**config.mk**
```make
export PLATFORM = sky130hd
export DESIGN_NAME = tir_top
export DESIGN_NICKNAME = d
export VERILOG_FILES = /design/src/common/tir_pkg.sv /design/src/logic/tir_edge.sv /design/src/logic/tir_counter.sv /design/src/logic/tir_top.sv
export SDC_FILE = /design/constraint.sdc
export NUM_CORES = 1
export LEC_CHECK = 0
export ABC_AREA = 0
export BUFFER_PORTS_ARGS = -buffer_cell sky130_fd_sc_hd__buf_2
export CAP_MARGIN = 10
export CORE_MARGIN = 5
export CORE_UTILIZATION = 35
export DETAILED_ROUTE_END_ITERATION = 8
export HOLD_SLACK_MARGIN = 0.06
export PLACE_DENSITY_LB_ADDON = 0.12
export SYNTH_ARGS = -nofsm -noshare
export SYNTH_HDL_FRONTEND = slang
export SYNTH_SLANG_ARGS = --single-unit
```
**constraint.sdc**
```tcl
create_clock -name CLK_I -period 5.4 [get_ports CLK_I]
set_input_delay 1.08 -clock CLK_I [delete_from_list [all_inputs] [get_ports CLK_I]]
set_output_delay 1.08 -clock CLK_I [all_outputs]
set_load 0.02 [all_outputs]
```
**src/common/tir_pkg.sv**
```systemverilog
// package for the interrupt request block: register map, field layout,
// reset values and mode encodings.
// assumes a 32-bit AXI4-Lite slave with 8-bit registers in the low byte.
package tir_pkg;

  // ************************************************************
  // bus and register map
  // ************************************************************
  localparam int          DATA_W      = 32;
  localparam int          ADDR_W      = 8;
  localparam int          REG_W       = 8;
  localparam int          N_SRC       = 8;
  localparam logic [5:0]  IDX_ENABLE  = 6'h04;
  localparam logic [5:0]  IDX_REQUEST = 6'h05;
  localparam logic [5:0]  IDX_MODE    = 6'h06;
  localparam logic [5:0]  IDX_COUNT_L = 6'h08;
  localparam logic [5:0]  IDX_COUNT_H = 6'h09;
  localparam logic [5:0]  IDX_EDGE    = 6'h0C;
  localparam logic [1:0]  RESP_OKAY   = 2'h0;
  localparam logic [1:0]  RESP_SLVERR = 2'h2;

  // ************************************************************
  // source bit positions in request and enable registers
  // ************************************************************
  localparam int SRC_TIMER_THREE = 7;
  localparam int SRC_TIMER_TWO = 6;
  localparam int SRC_PWM    = 5;
  localparam int SRC_CMP    = 4;
  localparam int SRC_ADC    = 3;
  localparam int SRC_CNT    = 2;
  localparam int SRC_PAIR1  = 1;
  localparam int SRC_PAIR2  = 0;

  // ************************************************************
  // field layout and reset values
  // ************************************************************
  localparam int         MODE_SRC_LSB = 5;
  localparam int         MODE_DIV_LSB = 3;
  localparam int         MODE_BIT_LSB = 0;
  localparam int         EDGE_CNT_BIT = 4;
  localparam int         EDGE_P1_LSB  = 2;
  localparam int         EDGE_P2_LSB  = 0;
  localparam int         EDGE_W       = 5;
  localparam int         CNT_W        = 16;
  localparam int         CNT_SEL_BASE = 8;
  localparam int         PRE_W        = 6;
  localparam logic [5:0] PRE_TERM_1   = 6'h00;
  localparam logic [5:0] PRE_TERM_4   = 6'h03;
  localparam logic [5:0] PRE_TERM_16  = 6'h0F;
  localparam logic [5:0] PRE_TERM_64  = 6'h3F;
  localparam logic [7:0] RST_REG      = 8'h00;

  typedef enum logic [2:0] {
    CS_STOP   = 3'h0,
    CS_SYS    = 3'h1,
    CS_RSVD   = 3'h2,
    CS_PIN_A4 = 3'h3,
    CS_HRC    = 3'h4,
    CS_EXTERNAL_OSCILLATOR   = 3'h5,
    CS_LRC    = 3'h6,
    CS_PIN_A0 = 3'h7
  } tir_clksrc_t;

  typedef enum logic [1:0] {
    EM_BOTH = 2'h0,
    EM_RISE = 2'h1,
    EM_FALL = 2'h2,
    EM_RSVD = 2'h3
  } tir_edge_t;

  typedef enum logic [1:0] {
    WS_COLLECT = 2'b01,
    WS_RESP    = 2'b10
  } tir_wst_t;

  typedef enum logic [1:0] {
    RS_IDLE = 2'b01,
    RS_DATA = 2'b10
  } tir_rdst_t;

  // byte address of a register index
  function automatic logic [ADDR_W-1:0] byte_addr(input logic [5:0] idx);
    return {idx, 2'h0};
  endfunction

endpackage

```
**src/logic/tir_edge.sv**
```systemverilog
// edge detector for one level source with a selectable sensitivity.
// assumes the level is synchronous to CLK_I.
`timescale 1ns/1ps
`default_nettype none
module tir_edge (
  // clock and reset
  input  wire logic              clk_i,
  input  wire logic              rst_b_i,
  // source and sensitivity
  input  wire logic              level_i,
  input  wire tir_pkg::tir_edge_t mode_i,
  // one-cycle event
  output logic                   pulse_o
);
  import tir_pkg::*;

  typedef struct packed {
    logic prev;
  } tir_edge_state_t;

  tir_edge_state_t r;
  tir_edge_state_t next_r;
  logic            rise;
  logic            fall;

  // compare the sample with the one of the previous clock
  always_comb begin
    next_r      = r;
    next_r.prev = level_i;
    rise        = level_i & ~r.prev;
    fall        = ~level_i & r.prev;
    unique case (mode_i)
      EM_BOTH: pulse_o = rise | fall;
      EM_RISE: pulse_o = rise;
      EM_FALL: pulse_o = fall;
      EM_RSVD: pulse_o = 1'b0;
    endcase
  end

  always_ff @(posedge clk_i) begin
    if (!rst_b_i) begin
      r <= '0;
    end else begin
      r <= next_r;
    end
  end

endmodule
`default_nettype wire

```
**src/logic/tir_counter.sv**
```systemverilog
// sixteen-bit counter with clock source select and pre-divider.
// assumes source ticks are one-cycle pulses synchronous to clk_i.
`timescale 1ns/1ps
`default_nettype none
module tir_counter #(
  parameter int CW = tir_pkg::CNT_W
) (
  // clock and reset
  input  wire logic                clk_i,
  input  wire logic                rst_b_i,
  // configuration
  input  wire tir_pkg::tir_clksrc_t src_i,
  input  wire logic [1:0]          div_i,
  // count sources
  input  wire logic                hrc_tick_i,
  input  wire logic                external_oscillator_tick_i,
  input  wire logic                lrc_tick_i,
  input  wire logic                pin_a4_i,
  input  wire logic                pin_a0_i,
  // count value
  output logic [CW-1:0]            count_o
);
  import tir_pkg::*;

  typedef struct packed {
    logic [CW-1:0]    cnt;
    logic [PRE_W-1:0] pre;
    logic             a4_prev;
    logic             a0_prev;
  } tir_cnt_state_t;

  tir_cnt_state_t   r;
  tir_cnt_state_t   next_r;
  logic             tick;
  logic [PRE_W-1:0] term;

  always_comb begin
    next_r         = r;
    next_r.a4_prev = pin_a4_i;
    next_r.a0_prev = pin_a0_i;
    unique case (src_i)
      CS_STOP:   tick = 1'b0;
      CS_SYS:    tick = 1'b1;
      CS_RSVD:   tick = 1'b0;
      CS_PIN_A4: tick = r.a4_prev & ~pin_a4_i;
      CS_HRC:    tick = hrc_tick_i;
      CS_EXTERNAL_OSCILLATOR:   tick = external_oscillator_tick_i;
      CS_LRC:    tick = lrc_tick_i;
      CS_PIN_A0: tick = r.a0_prev & ~pin_a0_i;
    endcase
    unique case (div_i)
      2'h0: term = PRE_TERM_1;
      2'h1: term = PRE_TERM_4;
      2'h2: term = PRE_TERM_16;
      2'h3: term = PRE_TERM_64;
    endcase
    // >= so a shorter divide chosen mid-count cannot stall the counter
    if (tick) begin
      if (r.pre >= term) begin
        next_r.pre = '0;
        next_r.cnt = r.cnt + CW'(1);
      end else begin
        next_r.pre = r.pre + PRE_W'(1);
      end
    end
  end

  assign count_o = r.cnt;

  always_ff @(posedge clk_i) begin
    if (!rst_b_i) begin
      r <= '0;
    end else begin
      r <= next_r;
    end
  end

endmodule
`default_nettype wire

```
**src/logic/tir_top.sv**
```systemverilog
// interrupt request collection with AXI4-Lite register access, the
// sixteen-bit counter and its event select, and pin pair edge select.
// assumes every input is synchronous to CLK_I and event inputs are
// one-cycle pulses.
`timescale 1ns/1ps
`default_nettype none

module tir_top (
  // clock and reset
  input  wire logic                        CLK_I,
  input  wire logic                        RST_B_I,
  // axi4-lite write address and data
  input  wire logic                        AWVALID_I,
  output logic                             AWREADY_O,
  input  wire logic [tir_pkg::ADDR_W-1:0]  AWADDR_I,
  input  wire logic                        WVALID_I,
  output logic                             WREADY_O,
  input  wire logic [tir_pkg::DATA_W-1:0]  WDATA_I,
  input  wire logic [3:0]                  WSTRB_I,
  // axi4-lite write response
  output logic                             BVALID_O,
  input  wire logic                        BREADY_I,
  output logic [1:0]                       BRESP_O,
  // axi4-lite read
  input  wire logic                        ARVALID_I,
  output logic                             ARREADY_O,
  input  wire logic [tir_pkg::ADDR_W-1:0]  ARADDR_I,
  output logic                             RVALID_O,
  input  wire logic                        RREADY_I,
  output logic [tir_pkg::DATA_W-1:0]       RDATA_O,
  output logic [1:0]                       RRESP_O,
  // peripheral events, one-cycle pulses
  input  wire logic                        TIMER_THREE_EVT_I,
  input  wire logic                        TIMER_TWO_EVT_I,
  input  wire logic                        PWM_EVT_I,
  input  wire logic                        CMP_EVT_I,
  input  wire logic                        ADC_EVT_I,
  // counter clock ticks, one-cycle pulses
  input  wire logic                        HRC_TICK_I,
  input  wire logic                        EXTERNAL_OSCILLATOR_TICK_I,
  input  wire logic                        LRC_TICK_I,
  // pin levels and pair selection
  input  wire logic                        PIN_B0_I,
  input  wire logic                        PIN_A4_I,
  input  wire logic                        PIN_A0_I,
  input  wire logic                        PIN_B5_I,
  input  wire logic                        PAIR1_USE_A4_I,
  input  wire logic                        PAIR2_USE_B5_I,
  // interrupt to the core
  output logic                             IRQ_O
);
  import tir_pkg::*;

  // ************************************************************
  // state
  // ************************************************************
  typedef struct packed {
    logic [REG_W-1:0]  en;
    logic [REG_W-1:0]  req;
    logic [REG_W-1:0]  mode;
    logic [EDGE_W-1:0] edge_sel;
    tir_wst_t          wst;
    logic              aw_got;
    logic              w_got;
    logic [ADDR_W-1:0] waddr;
    logic [REG_W-1:0]  wdata;
    logic              wlane;
    logic [1:0]        bresp;
    tir_rdst_t         rdst;
    logic [REG_W-1:0]  rdata;
    logic [1:0]        rresp;
  } tir_state_t;

  localparam tir_state_t RESET_STATE = '{
    en:       RST_REG,
    req:      RST_REG,
    mode:     RST_REG,
    edge_sel: RST_REG[EDGE_W-1:0],
    wst:      WS_COLLECT,
    aw_got:   1'b0,
    w_got:    1'b0,
    waddr:    '0,
    wdata:    RST_REG,
    wlane:    1'b0,
    bresp:    RESP_OKAY,
    rdst:     RS_IDLE,
    rdata:    RST_REG,
    rresp:    RESP_OKAY
  };

  tir_state_t       r;
  tir_state_t       next_r;
  logic [N_SRC-1:0] set_vec;
  logic [N_SRC-1:0] clr_vec;
  logic [CNT_W-1:0] count;
  logic             sel_bit;
  logic             cnt_pulse;
  logic             pair1_lvl;
  logic             pair2_lvl;
  logic             pair1_pulse;
  logic             pair2_pulse;
  logic             wr_do;
  tir_edge_t        cnt_mode;

  // ************************************************************
  // decode helpers
  // ************************************************************
  function automatic logic is_mapped(input logic [ADDR_W-1:0] a);
    return a == byte_addr(IDX_ENABLE) || a == byte_addr(IDX_REQUEST) ||
           a == byte_addr(IDX_MODE) || a == byte_addr(IDX_EDGE) ||
           a == byte_addr(IDX_COUNT_L) || a == byte_addr(IDX_COUNT_H);
  endfunction

  // edge register is write only and reads back as zero
  function automatic logic [REG_W-1:0] read_mux(
    input logic [ADDR_W-1:0] a, input tir_state_t s,
    input logic [CNT_W-1:0] c);
    logic [REG_W-1:0] v;
    v = '0;
    if (a == byte_addr(IDX_ENABLE)) begin
      v = s.en;
    end else if (a == byte_addr(IDX_REQUEST)) begin
      v = s.req;
    end else if (a == byte_addr(IDX_MODE)) begin
      v = s.mode;
    end else if (a == byte_addr(IDX_COUNT_L)) begin
      v = c[REG_W-1:0];
    end else if (a == byte_addr(IDX_COUNT_H)) begin
      v = c[CNT_W-1:REG_W];
    end
    return v;
  endfunction

  // ************************************************************
  // counter and event sources
  // ************************************************************
  tir_counter #(
    .CW (CNT_W)
  ) u_counter (
    .clk_i        (CLK_I),
    .rst_b_i      (RST_B_I),
    .src_i        (tir_clksrc_t'(r.mode[MODE_SRC_LSB +: 3])),
    .div_i        (r.mode[MODE_DIV_LSB +: 2]),
    .hrc_tick_i   (HRC_TICK_I),
    .external_oscillator_tick_i  (EXTERNAL_OSCILLATOR_TICK_I),
    .lrc_tick_i   (LRC_TICK_I),
    .pin_a4_i     (PIN_A4_I),
    .pin_a0_i     (PIN_A0_I),
    .count_o      (count)
  );

  assign sel_bit  = count[CNT_SEL_BASE + r.mode[MODE_BIT_LSB +: 3]];
  assign cnt_mode = r.edge_sel[EDGE_CNT_BIT] ? EM_FALL : EM_RISE;

  tir_edge u_cnt_edge (
    .clk_i   (CLK_I),
    .rst_b_i (RST_B_I),
    .level_i (sel_bit),
    .mode_i  (cnt_mode),
    .pulse_o (cnt_pulse)
  );

  // the pin chosen for each pair is set outside this block
  assign pair1_lvl = PAIR1_USE_A4_I ? PIN_A4_I : PIN_B0_I;
  assign pair2_lvl = PAIR2_USE_B5_I ? PIN_B5_I : PIN_A0_I;

  tir_edge u_pair1_edge (
    .clk_i   (CLK_I),
    .rst_b_i (RST_B_I),
    .level_i (pair1_lvl),
    .mode_i  (tir_edge_t'(r.edge_sel[EDGE_P1_LSB +: 2])),
    .pulse_o (pair1_pulse)
  );

  tir_edge u_pair2_edge (
    .clk_i   (CLK_I),
    .rst_b_i (RST_B_I),
    .level_i (pair2_lvl),
    .mode_i  (tir_edge_t'(r.edge_sel[EDGE_P2_LSB +: 2])),
    .pulse_o (pair2_pulse)
  );

  always_comb begin
    set_vec             = '0;
    set_vec[SRC_TIMER_THREE] = TIMER_THREE_EVT_I;
    set_vec[SRC_TIMER_TWO] = TIMER_TWO_EVT_I;
    set_vec[SRC_PWM]    = PWM_EVT_I;
    set_vec[SRC_CMP]    = CMP_EVT_I;
    set_vec[SRC_ADC]    = ADC_EVT_I;
    set_vec[SRC_CNT]    = cnt_pulse;
    set_vec[SRC_PAIR1]  = pair1_pulse;
    set_vec[SRC_PAIR2]  = pair2_pulse;
  end

  // ************************************************************
  // register bus and request flags
  // ************************************************************
  assign wr_do   = (r.wst == WS_COLLECT) && r.aw_got && r.w_got;
  assign clr_vec = (wr_do && r.wlane && r.waddr == byte_addr(IDX_REQUEST))
                   ? r.wdata : '0;

  always_comb begin
    next_r     = r;
    // set wins over a clear in the same cycle
    next_r.req = (r.req & ~clr_vec) | set_vec;
    unique case (r.wst)
      WS_COLLECT: begin
        if (AWVALID_I && !r.aw_got) begin
          next_r.aw_got = 1'b1;
          next_r.waddr  = AWADDR_I;
        end
        if (WVALID_I && !r.w_got) begin
          next_r.w_got = 1'b1;
          next_r.wdata = WDATA_I[REG_W-1:0];
          next_r.wlane = WSTRB_I[0];
        end
        if (wr_do) begin
          next_r.aw_got = 1'b0;
          next_r.w_got  = 1'b0;
          next_r.wst    = WS_RESP;
          next_r.bresp  = is_mapped(r.waddr) ? RESP_OKAY : RESP_SLVERR;
          if (r.wlane && r.waddr == byte_addr(IDX_ENABLE)) begin
            next_r.en = r.wdata;
          end
          if (r.wlane && r.waddr == byte_addr(IDX_MODE)) begin
            next_r.mode = r.wdata;
          end
          if (r.wlane && r.waddr == byte_addr(IDX_EDGE)) begin
            next_r.edge_sel = r.wdata[EDGE_W-1:0];
          end
        end
      end
      WS_RESP: begin
        if (BREADY_I) begin
          next_r.wst = WS_COLLECT;
        end
      end
      default: begin
        next_r.wst = WS_COLLECT;
      end
    endcase
    unique case (r.rdst)
      RS_IDLE: begin
        if (ARVALID_I) begin
          next_r.rdata = read_mux(ARADDR_I, r, count);
          next_r.rresp = is_mapped(ARADDR_I) ? RESP_OKAY : RESP_SLVERR;
          next_r.rdst  = RS_DATA;
        end
      end
      RS_DATA: begin
        if (RREADY_I) begin
          next_r.rdst = RS_IDLE;
        end
      end
      default: begin
        next_r.rdst = RS_IDLE;
      end
    endcase
  end

  always_ff @(posedge CLK_I) begin
    if (!RST_B_I) begin
      r <= RESET_STATE;
    end else begin
      r <= next_r;
    end
  end

  // ************************************************************
  // outputs
  // ************************************************************
  assign AWREADY_O = (r.wst == WS_COLLECT) && !r.aw_got;
  assign WREADY_O  = (r.wst == WS_COLLECT) && !r.w_got;
  assign BVALID_O  = (r.wst == WS_RESP);
  assign BRESP_O   = r.bresp;
  assign ARREADY_O = (r.rdst == RS_IDLE);
  assign RVALID_O  = (r.rdst == RS_DATA);
  assign RDATA_O   = {{(DATA_W-REG_W){1'b0}}, r.rdata};
  assign RRESP_O   = r.rresp;
  assign IRQ_O     = |(r.req & r.en);

  logic [N_SRC-1:0] req_q;
  logic [N_SRC-1:0] en_q;
  logic [2:0]       clk_src;
  assign req_q   = r.req;
  assign en_q    = r.en;
  assign clk_src = r.mode[MODE_SRC_LSB +: 3];
endmodule
`default_nettype wire

```
# Yosys cells after proc, flatten, opt, wreduce, memory -nomap -nowiden
# Index checks and enable logic that the tools add are counted.
op_classes:
  addsub: 3
  magnitude_cmp: 2
  n_eq_ne: 39
  muxes: 27
  bitwise_logic: 23
  reduce_logical: 44
op_table:
  columns: ["operator", "count"]
  rows:
  - ["$eq A8 B5 Y1 const B", 6]
  - ["$eq A8 B6 Y1 const B", 6]
  - ["$mux W8", 6]
  - ["$pmux W6 S4", 1]
  - ["$eq A2 B2 Y1 const B", 10]
  - ["$reduce_and A2 Y1", 9]
  - ["$add A16 B1 Y16 const B", 1]
  - ["$and A8 B8 Y8", 2]
  - ["$eq A2 B1 Y1 const B", 6]
  - ["$eq A3 B3 Y1 const B", 4]
  - ["$mux W12", 1]
  - ["$pmux W1 S4", 3]
  - ["$logic_and A1 B1 Y1", 11]
  - ["$logic_or A1 B1 Y1", 10]
  - ["$mux W2", 5]
  - ["$reduce_and A3 Y1", 3]
  - ["$and A1 B1 Y1", 8]
  - ["$logic_not A2 Y1", 4]
  - ["$not A1 Y1", 8]
  - ["$not A8 Y8", 1]
  - ["$or A8 B8 Y8", 1]
  - ["$pmux W2 S2", 2]
  - ["$reduce_or A8 Y1", 1]
  - ["$pmux W1 S7", 1]
  - ["17 further kinds", 28]
word_totals:
  regBits: 91
  inputBits: 73
  out_inout_bits: 42
  elab_cells: 159

# Longest topological paths before layout
logic_depth:
  depth_word: 9
  mapped_depth: 10
  ltp_nobuf: 8

# Modules after synthesis
# From an unflattened synthesis, not the netlist that was laid out.
hier_totals:
  hier_cells: 585
  area_unflattened_um2: 5091.1
by_module_without_submodules:
  columns: ["mod", "n_inst", "cells_per_inst", "area_per_inst_um2", "seq_area_each_um2"]
  rows:
  - ["tir_top", 1, 371, 3294.4, 1241.2]
  - ["tir_counter", 1, 184, 1519.0, 480.5]
  - ["tir_edge", 3, 10, 92.6, 20.0]

# Least setup slack after synthesis
# Ideal clock, no wire load.
synth_path:
  path_kind: "input port to flip-flop"
  startpoint: "input port ARADDR_I[1] (netlist bit)"
  endpoint: "register r, in the netlist RDATA_O[0]"
  setup_ns: 0.070
  arrival_time_ns: 2.386
  t_required_ns: 5.330
  setup_slack_ns: 2.944
  cell_stages: 5
  path_buffers: 0
  cell_sequence: "or4_4 a211oi_1 a21oi_1 a21o_1 a21oi_1"
synth_between:
  elab_chain_len: 6
  word_cells_on_any_way: 10
  classes_between: "eq/ne (5); mux (5)"
synth_lines:
  columns: ["element", "line_no", "rtl"]
  rows:
  - ["start, declared", "tir_top.sv:27", "input wire logic [tir_pkg::ADDR_W-1:0] ARADDR_I,"]
  - ["$eq A8 B6 Y1", "tir_top.sv:128", "end else if (a == byte_addr(IDX_COUNT_H)) begin"]
  - ["$mux W8", "tir_top.sv:128", null]
  - ["$mux W8", "tir_top.sv:126", "end else if (a == byte_addr(IDX_COUNT_L)) begin"]
  - ["$mux W8", "tir_top.sv:124", "end else if (a == byte_addr(IDX_MODE)) begin"]
  - ["$mux W8", "tir_top.sv:122", "end else if (a == byte_addr(IDX_REQUEST)) begin"]
  - ["$mux W8 *", "tir_top.sv:120", "if (a == byte_addr(IDX_ENABLE)) begin"]
  - ["end signal, assigned", "tir_top.sv:265", "r <= next_r;"]
  - ["end, declared", "tir_top.sv:91", "tir_state_t r;"]
# Every way passes the cells marked *; elsewhere a longest branch is shown, timed or not.
# A chain may end at the register's enable or synchronous reset.

# Final worst setup path
layout_path:
  startpoint: "input port PIN_A4_I"
  endpoint: "register u_counter.r, in the netlist u_counter.count_o[6]"
layout_between:
  elab_chain_len: 4
layout_lines:
  columns: ["element", "line_no", "rtl"]
  rows:
  - ["start, declared", "tir_top.sv:44", "input wire logic PIN_A4_I,"]
  - ["$not A1 Y1", "tir_counter.sv:45", "CS_PIN_A4: tick = r.a4_prev & ~pin_a4_i;"]
  - ["$and A1 B1 Y1", "tir_counter.sv:45", null]
  - ["$pmux W1 S7", "tir_counter.sv:41", "unique case (src_i)"]
  - ["$reduce_and A2 Y1 (no source line)", null, null]
  - ["end signal, assigned", "tir_counter.sv:74", "r <= next_r;"]
  - ["end, declared", "tir_counter.sv:32", "tir_cnt_state_t r;"]
# No other way between the ends.

==> metrics list <==
- Synthesized cell area: 0.00465 sq mm
* Final weighted congestion in routability-driven placement: 0.860
* H-tree depth reported by CTS: 3
- Using the TritonRoute via totals, the vias-per-cell ratio works out to 5.11.
- Post-placement setup slack: 2.45 ns
- The average instance in the mapped netlist occupies 8.48 sq um.
- In this run, synthesis produced a sequential element count of 89.
- Number of I/O port buffers: 61
- Dividing the detail-routed wire length by the instance count gives 15.1 um.
* TritonCTS clock tree: built
- Startpoint types: input pin
- The finished layout holds 767 standard cells, fillers aside.
* Number of flops mapped to enable cells by yosys: 0
- Worst path bufs/invs: 2
- After layout, the worst setup slack is 2.82 ns.
- Combinational cells account for 9.6% of the total power.
- The clock reaches the later pin of the worst-skew pair after 0.34 ns.
* Library cell contributing the largest single delay on the critical path: sky130_fd_sc_hd__or4_1
- The first detailed-routing pass ran for 4 iterations.
- Initial standard-cell utilization of the core: 35.4%
* Total power per unit cell area: 286 mW/mm^2
- Layout cell share with drive strength beyond 1: between 10% and 20%
- Number of filler cells placed in the layout: 1387
* Total Wirelength: 11.5 mm
- Number of remaining DRC errors: 0
* Peak fanout along the critical path: 27
- The signal on the critical path passes through buf_2, o311ai_2, a31oi_2, buf_4, or4_1, mux2i_1.
- Of all flip-flops after synthesis, the portion carrying an async set or reset was 0%.
- Core Box Area: roughly 0.013 sq mm
- Upper clock frequency limit: between 0.3 and 0.4 GHz
* Switching fraction of total power: approximately 25%
* Clock share of power: 43.6%
- Number of warnings reported in the yosys synthesis log: 0
- Total Die Area: 0.0157 sq mm
- The first global-routing pass estimated 19.7 mm of wire.
- Number of nets still failing antenna checks after routing: 0
- Number of sinks on the clock net: around 90
* Hold slack: approximately 0.45 ns
* Post_cts resized: 0
- RSZ-0062 raised after global routing: false
- Number of buffers inserted during clock tree synthesis: 9
- For the pin with the worst max-slew slack, the measured transition is 0.619 ns.
- In this design, the largest share of critical-path delay is due to compound AO/OA/AOI/OAI gates.
- Reported net switching power: 378 uW
- Final setup skew: around 0.0065 ns
- The floorplan step set the die height to 125 um.
* Max-slew violation count: 0
- Pin placement for this block handled 115 I/O pins.
- In this run the horizontal extent of the chip is 125 um.
- The repair_antennas step left the layout with diodes totalling 0.
- Count of nets after finishing: 671
- Type of destination of the critical path: register
* Multi-input combinational cell area: approximately 0.0025 sq mm
- Internal Dissipation: 1.11 mW
* Status: completed
- Data on the critical path arrives at its endpoint at roughly 2.8 ns.
- Total via count after detailed routing: 3923
* Post-route clock period utilization: 47.8%
- Synthesized instance count: 548
- Leak Pwr: approximately 2.2 nW
* Tightest slew margin relative to the limit: 58.7%
* Number of antenna violations at the first check in global routing: 0
- The worst hold path belongs to the class reg2reg.
* Vias in the first global route: approximately 4000
- Entering global routing, the biggest net connects 55 pins.
- The floorplan has 42 rows.
- Area growth, synth to finish: 12.4%
- Reg power frac: 46.8%
- The tool flagged a number of max-cap violations equal to 0.
- HPWL after DPL: 8.50 mm
* Minimum clock period: 2.58 ns
- Final count of hold timing violations: 0
- Post-CTS setup buffers: 0
* Clock-pin transition on the worst setup and hold timing paths: around 0.06 ns
- Portion of the post-synthesis area used by sequential elements: 38.3%
- Buffer depth of the longest clock path: 2
- The number of placed instances, taps included, is roughly 750.
- Hold_buf cts: 0
* Req. time, crit path: approximately 5.6 ns
* Register area: 0.00178 sq mm
- For this run, the leading register cell type out of synthesis is sky130_fd_sc_hd__dfxtp_1.
* Count of different cell masters after synthesis: 52
- Final setup fails: 0
- Worst Setup Path Type: in2reg
* Overall global routing resource usage: 15.3%
* Slowest cell delay on critical path: 0.56 ns
* Total negative setup slack: 0 ns
- First-iteration detailed-routing DRC count: 170
- Total gr overflow: 0
- The root buffer cell chosen for the clock tree is sky130_fd_sc_hd__clkbuf_16.
- VDD sags by at most 0.135 mV.
==> power groups by stage <==
stage	Sequential (mW)	Clock (mW)	Combinational, mW
2_1_floorplan	0.706	0	0.122
3_3_place_gp	0.713	0	0.143
3_5_place_dp	0.714	0	0.144
4_1_cts	0.699	0.671	0.145
5_1_grt	0.702	0.703	0.162
6_report	0.699	0.650	0.143
==> kinds of logic (layout without fill, tap and decap cells) <==
family / after synthesis / in the layout / synth area share, %
muxes: 38 / 38 / 8.91
and+or+nand+nor: 190 / 190 / 21.1
AOI/OAI and AO/OA: 139 / 139 / 18.9
other: 1 / 26 / 0.0807
DFF: 89 / 89 / 38.3
adders and majority gates: 12 / 12 / 3.23
buffers and inverters: 79 / 97 / 9.50
==> synth_stat cells, types with 2 or more instances <==
library cell | instances | area share (%)
sky130_fd_sc_hd__nor3_1 | 3 | 0.32
sky130_fd_sc_hd__and3_1 | 7 | 0.94
sky130_fd_sc_hd__ha_1 | 12 | 3.2
sky130_fd_sc_hd__a31o_2 | 3 | 0.57
sky130_fd_sc_hd__a21boi_0 | 5 | 0.81
sky130_fd_sc_hd__or2_2 | 3 | 0.40
sky130_fd_sc_hd__a21o_1 | 8 | 1.3
sky130_fd_sc_hd__nand3_1 | 16 | 1.7
sky130_fd_sc_hd__mux2i_1 | 29 | 6.2
sky130_fd_sc_hd__mux4_2 | 2 | 0.97
sky130_fd_sc_hd__nand2b_1 | 11 | 1.5
sky130_fd_sc_hd__and2_1 | 4 | 0.54
sky130_fd_sc_hd__buf_4 | 36 | 5.8
sky130_fd_sc_hd__nor2_1 | 43 | 3.5
sky130_fd_sc_hd__nor2b_1 | 7 | 0.94
sky130_fd_sc_hd__nor4_1 | 4 | 0.54
sky130_fd_sc_hd__o31ai_1 | 10 | 1.6
sky130_fd_sc_hd__a221oi_1 | 2 | 0.38
sky130_fd_sc_hd__a32o_1 | 2 | 0.43
sky130_fd_sc_hd__nand4_1 | 5 | 0.67
sky130_fd_sc_hd__nand3b_1 | 6 | 0.97
sky130_fd_sc_hd__mux2_2 | 7 | 1.7
sky130_fd_sc_hd__inv_1 | 17 | 1.4
sky130_fd_sc_hd__a21oi_1 | 60 | 6.5
sky130_fd_sc_hd__buf_2 | 2 | 0.22
sky130_fd_sc_hd__dfxtp_1 | 89 | 38
sky130_fd_sc_hd__o211ai_1 | 2 | 0.32
sky130_fd_sc_hd__o21ai_0 | 16 | 1.7
sky130_fd_sc_hd__buf_1 | 3 | 0.24
sky130_fd_sc_hd__o22ai_1 | 7 | 0.94
sky130_fd_sc_hd__o21a_1 | 8 | 1.3
sky130_fd_sc_hd__or3_1 | 3 | 0.40
sky130_fd_sc_hd__or4_1 | 14 | 2.3
sky130_fd_sc_hd__a211oi_1 | 2 | 0.32
sky130_fd_sc_hd__a31oi_1 | 4 | 0.54
sky130_fd_sc_hd__a22oi_1 | 4 | 0.65
sky130_fd_sc_hd__nand2_1 | 58 | 4.7
sky130_fd_sc_hd__clkbuf_1 | 20 | 1.6
==> worst paths after layout <==
path | slack [ns] | cells after the start | to | startpoint
worst max-delay path | 2.82 | 6 | u_counter.count_o[6] | PIN_A4_I
worst min-delay path | 0.45 | 2 | r[24] | r[24]
worst max register to register | 2.86 | 8 | u_counter.count_o[6] | r[44]
worst min register to register | 0.45 | 2 | r[24] | r[24]
==> registers in the layout, summed over array words and instances (netlist names) <==
register,flops
clk_src,3
r,33
en_q,8
RDATA_O,8
RRESP_O,1
u_pair2_edge.r,1
u_counter.r,8
u_pair1_edge.r,1
u_cnt_edge.r,1
BRESP_O,1
u_counter.count_o,16
req_q,8
==> cell type report <==
type | instances | area share [%]
Multi-Input combinational cell | 405 | 48.2
Sequential cell | 89 | 34.1
Timing Repair Buffer | 64 | 6.27
Clock buffer | 11 | 4.83
Tap cell | 176 | 4.21
Inverter | 17 | 1.22
Clock inverter | 5 | 1.17
==> cells in the final DEF (no fill, tap or decap), types with 3 or more instances in the layout <==
cell type / Yosys / layout
sky130_fd_sc_hd__nor2_1: 43 / 43
sky130_fd_sc_hd__nor3_1: 3 / 3
sky130_fd_sc_hd__nor2b_1: 7 / 7
sky130_fd_sc_hd__mux2i_1: 29 / 29
sky130_fd_sc_hd__or3_1: 3 / 3
sky130_fd_sc_hd__and2_1: 4 / 4
sky130_fd_sc_hd__o22ai_1: 7 / 7
sky130_fd_sc_hd__dfxtp_1: 89 / 89
sky130_fd_sc_hd__nand2b_1: 11 / 11
sky130_fd_sc_hd__inv_1: 17 / 16
sky130_fd_sc_hd__nand2_1: 58 / 58
sky130_fd_sc_hd__nor4_1: 4 / 4
sky130_fd_sc_hd__a21oi_1: 60 / 60
sky130_fd_sc_hd__ha_1: 12 / 12
sky130_fd_sc_hd__and3_1: 7 / 7
sky130_fd_sc_hd__clkbuf_16: 0 / 9
sky130_fd_sc_hd__a22oi_1: 4 / 4
sky130_fd_sc_hd__or4_1: 14 / 14
sky130_fd_sc_hd__nand4_1: 5 / 5
sky130_fd_sc_hd__buf_2: 2 / 61
sky130_fd_sc_hd__a21o_1: 8 / 8
sky130_fd_sc_hd__or2_2: 3 / 3
sky130_fd_sc_hd__mux2_2: 7 / 7
sky130_fd_sc_hd__conb_1: 1 / 26
sky130_fd_sc_hd__nand3b_1: 6 / 6
sky130_fd_sc_hd__o21ai_0: 16 / 16
sky130_fd_sc_hd__a31oi_1: 4 / 4
sky130_fd_sc_hd__o31ai_1: 10 / 10
sky130_fd_sc_hd__buf_4: 36 / 3
sky130_fd_sc_hd__nand3_1: 16 / 16
sky130_fd_sc_hd__a31o_2: 3 / 3
sky130_fd_sc_hd__o21a_1: 8 / 8
sky130_fd_sc_hd__a21boi_0: 5 / 5
==> per-layer routing <==
layer | global-route usage (%) | vias up | share of wire [%]
li1 | - | 1976 | -
met1 | 21.0 | 1814 | 48
met2 | 23.7 | 112 | 44
met3 | 2.69 | 21 | 5.3
met4 | 6.51 | 0 | 2.3
met5 | 0 | - | 0
==> through the flow <==
stage	util [%]	total power [mW]	cell area [sq um]
2_1_floorplan	-	0.828	4740
3_3_place_gp	37.4	0.856	4910
3_5_place_dp	37.4	0.858	4910
4_1_cts	39.8	1.52	5230
5_1_grt	39.8	1.57	5230
6_report	39.8	1.49	5230
==> worst reg2reg max path, cell delays in order, from the launching register on <==
cell and delay (ns):
sky130_fd_sc_hd__dfxtp_1 0.36, sky130_fd_sc_hd__or2_2 0.33, sky130_fd_sc_hd__ha_1 0.28, sky130_fd_sc_hd__nor2b_1 0.03
sky130_fd_sc_hd__o21ai_0 0.30, sky130_fd_sc_hd__a221oi_2 0.19, sky130_fd_sc_hd__buf_4 0.26, sky130_fd_sc_hd__or4_1 0.55
sky130_fd_sc_hd__mux2i_1 0.13
(Power assumes the default switching activity.)
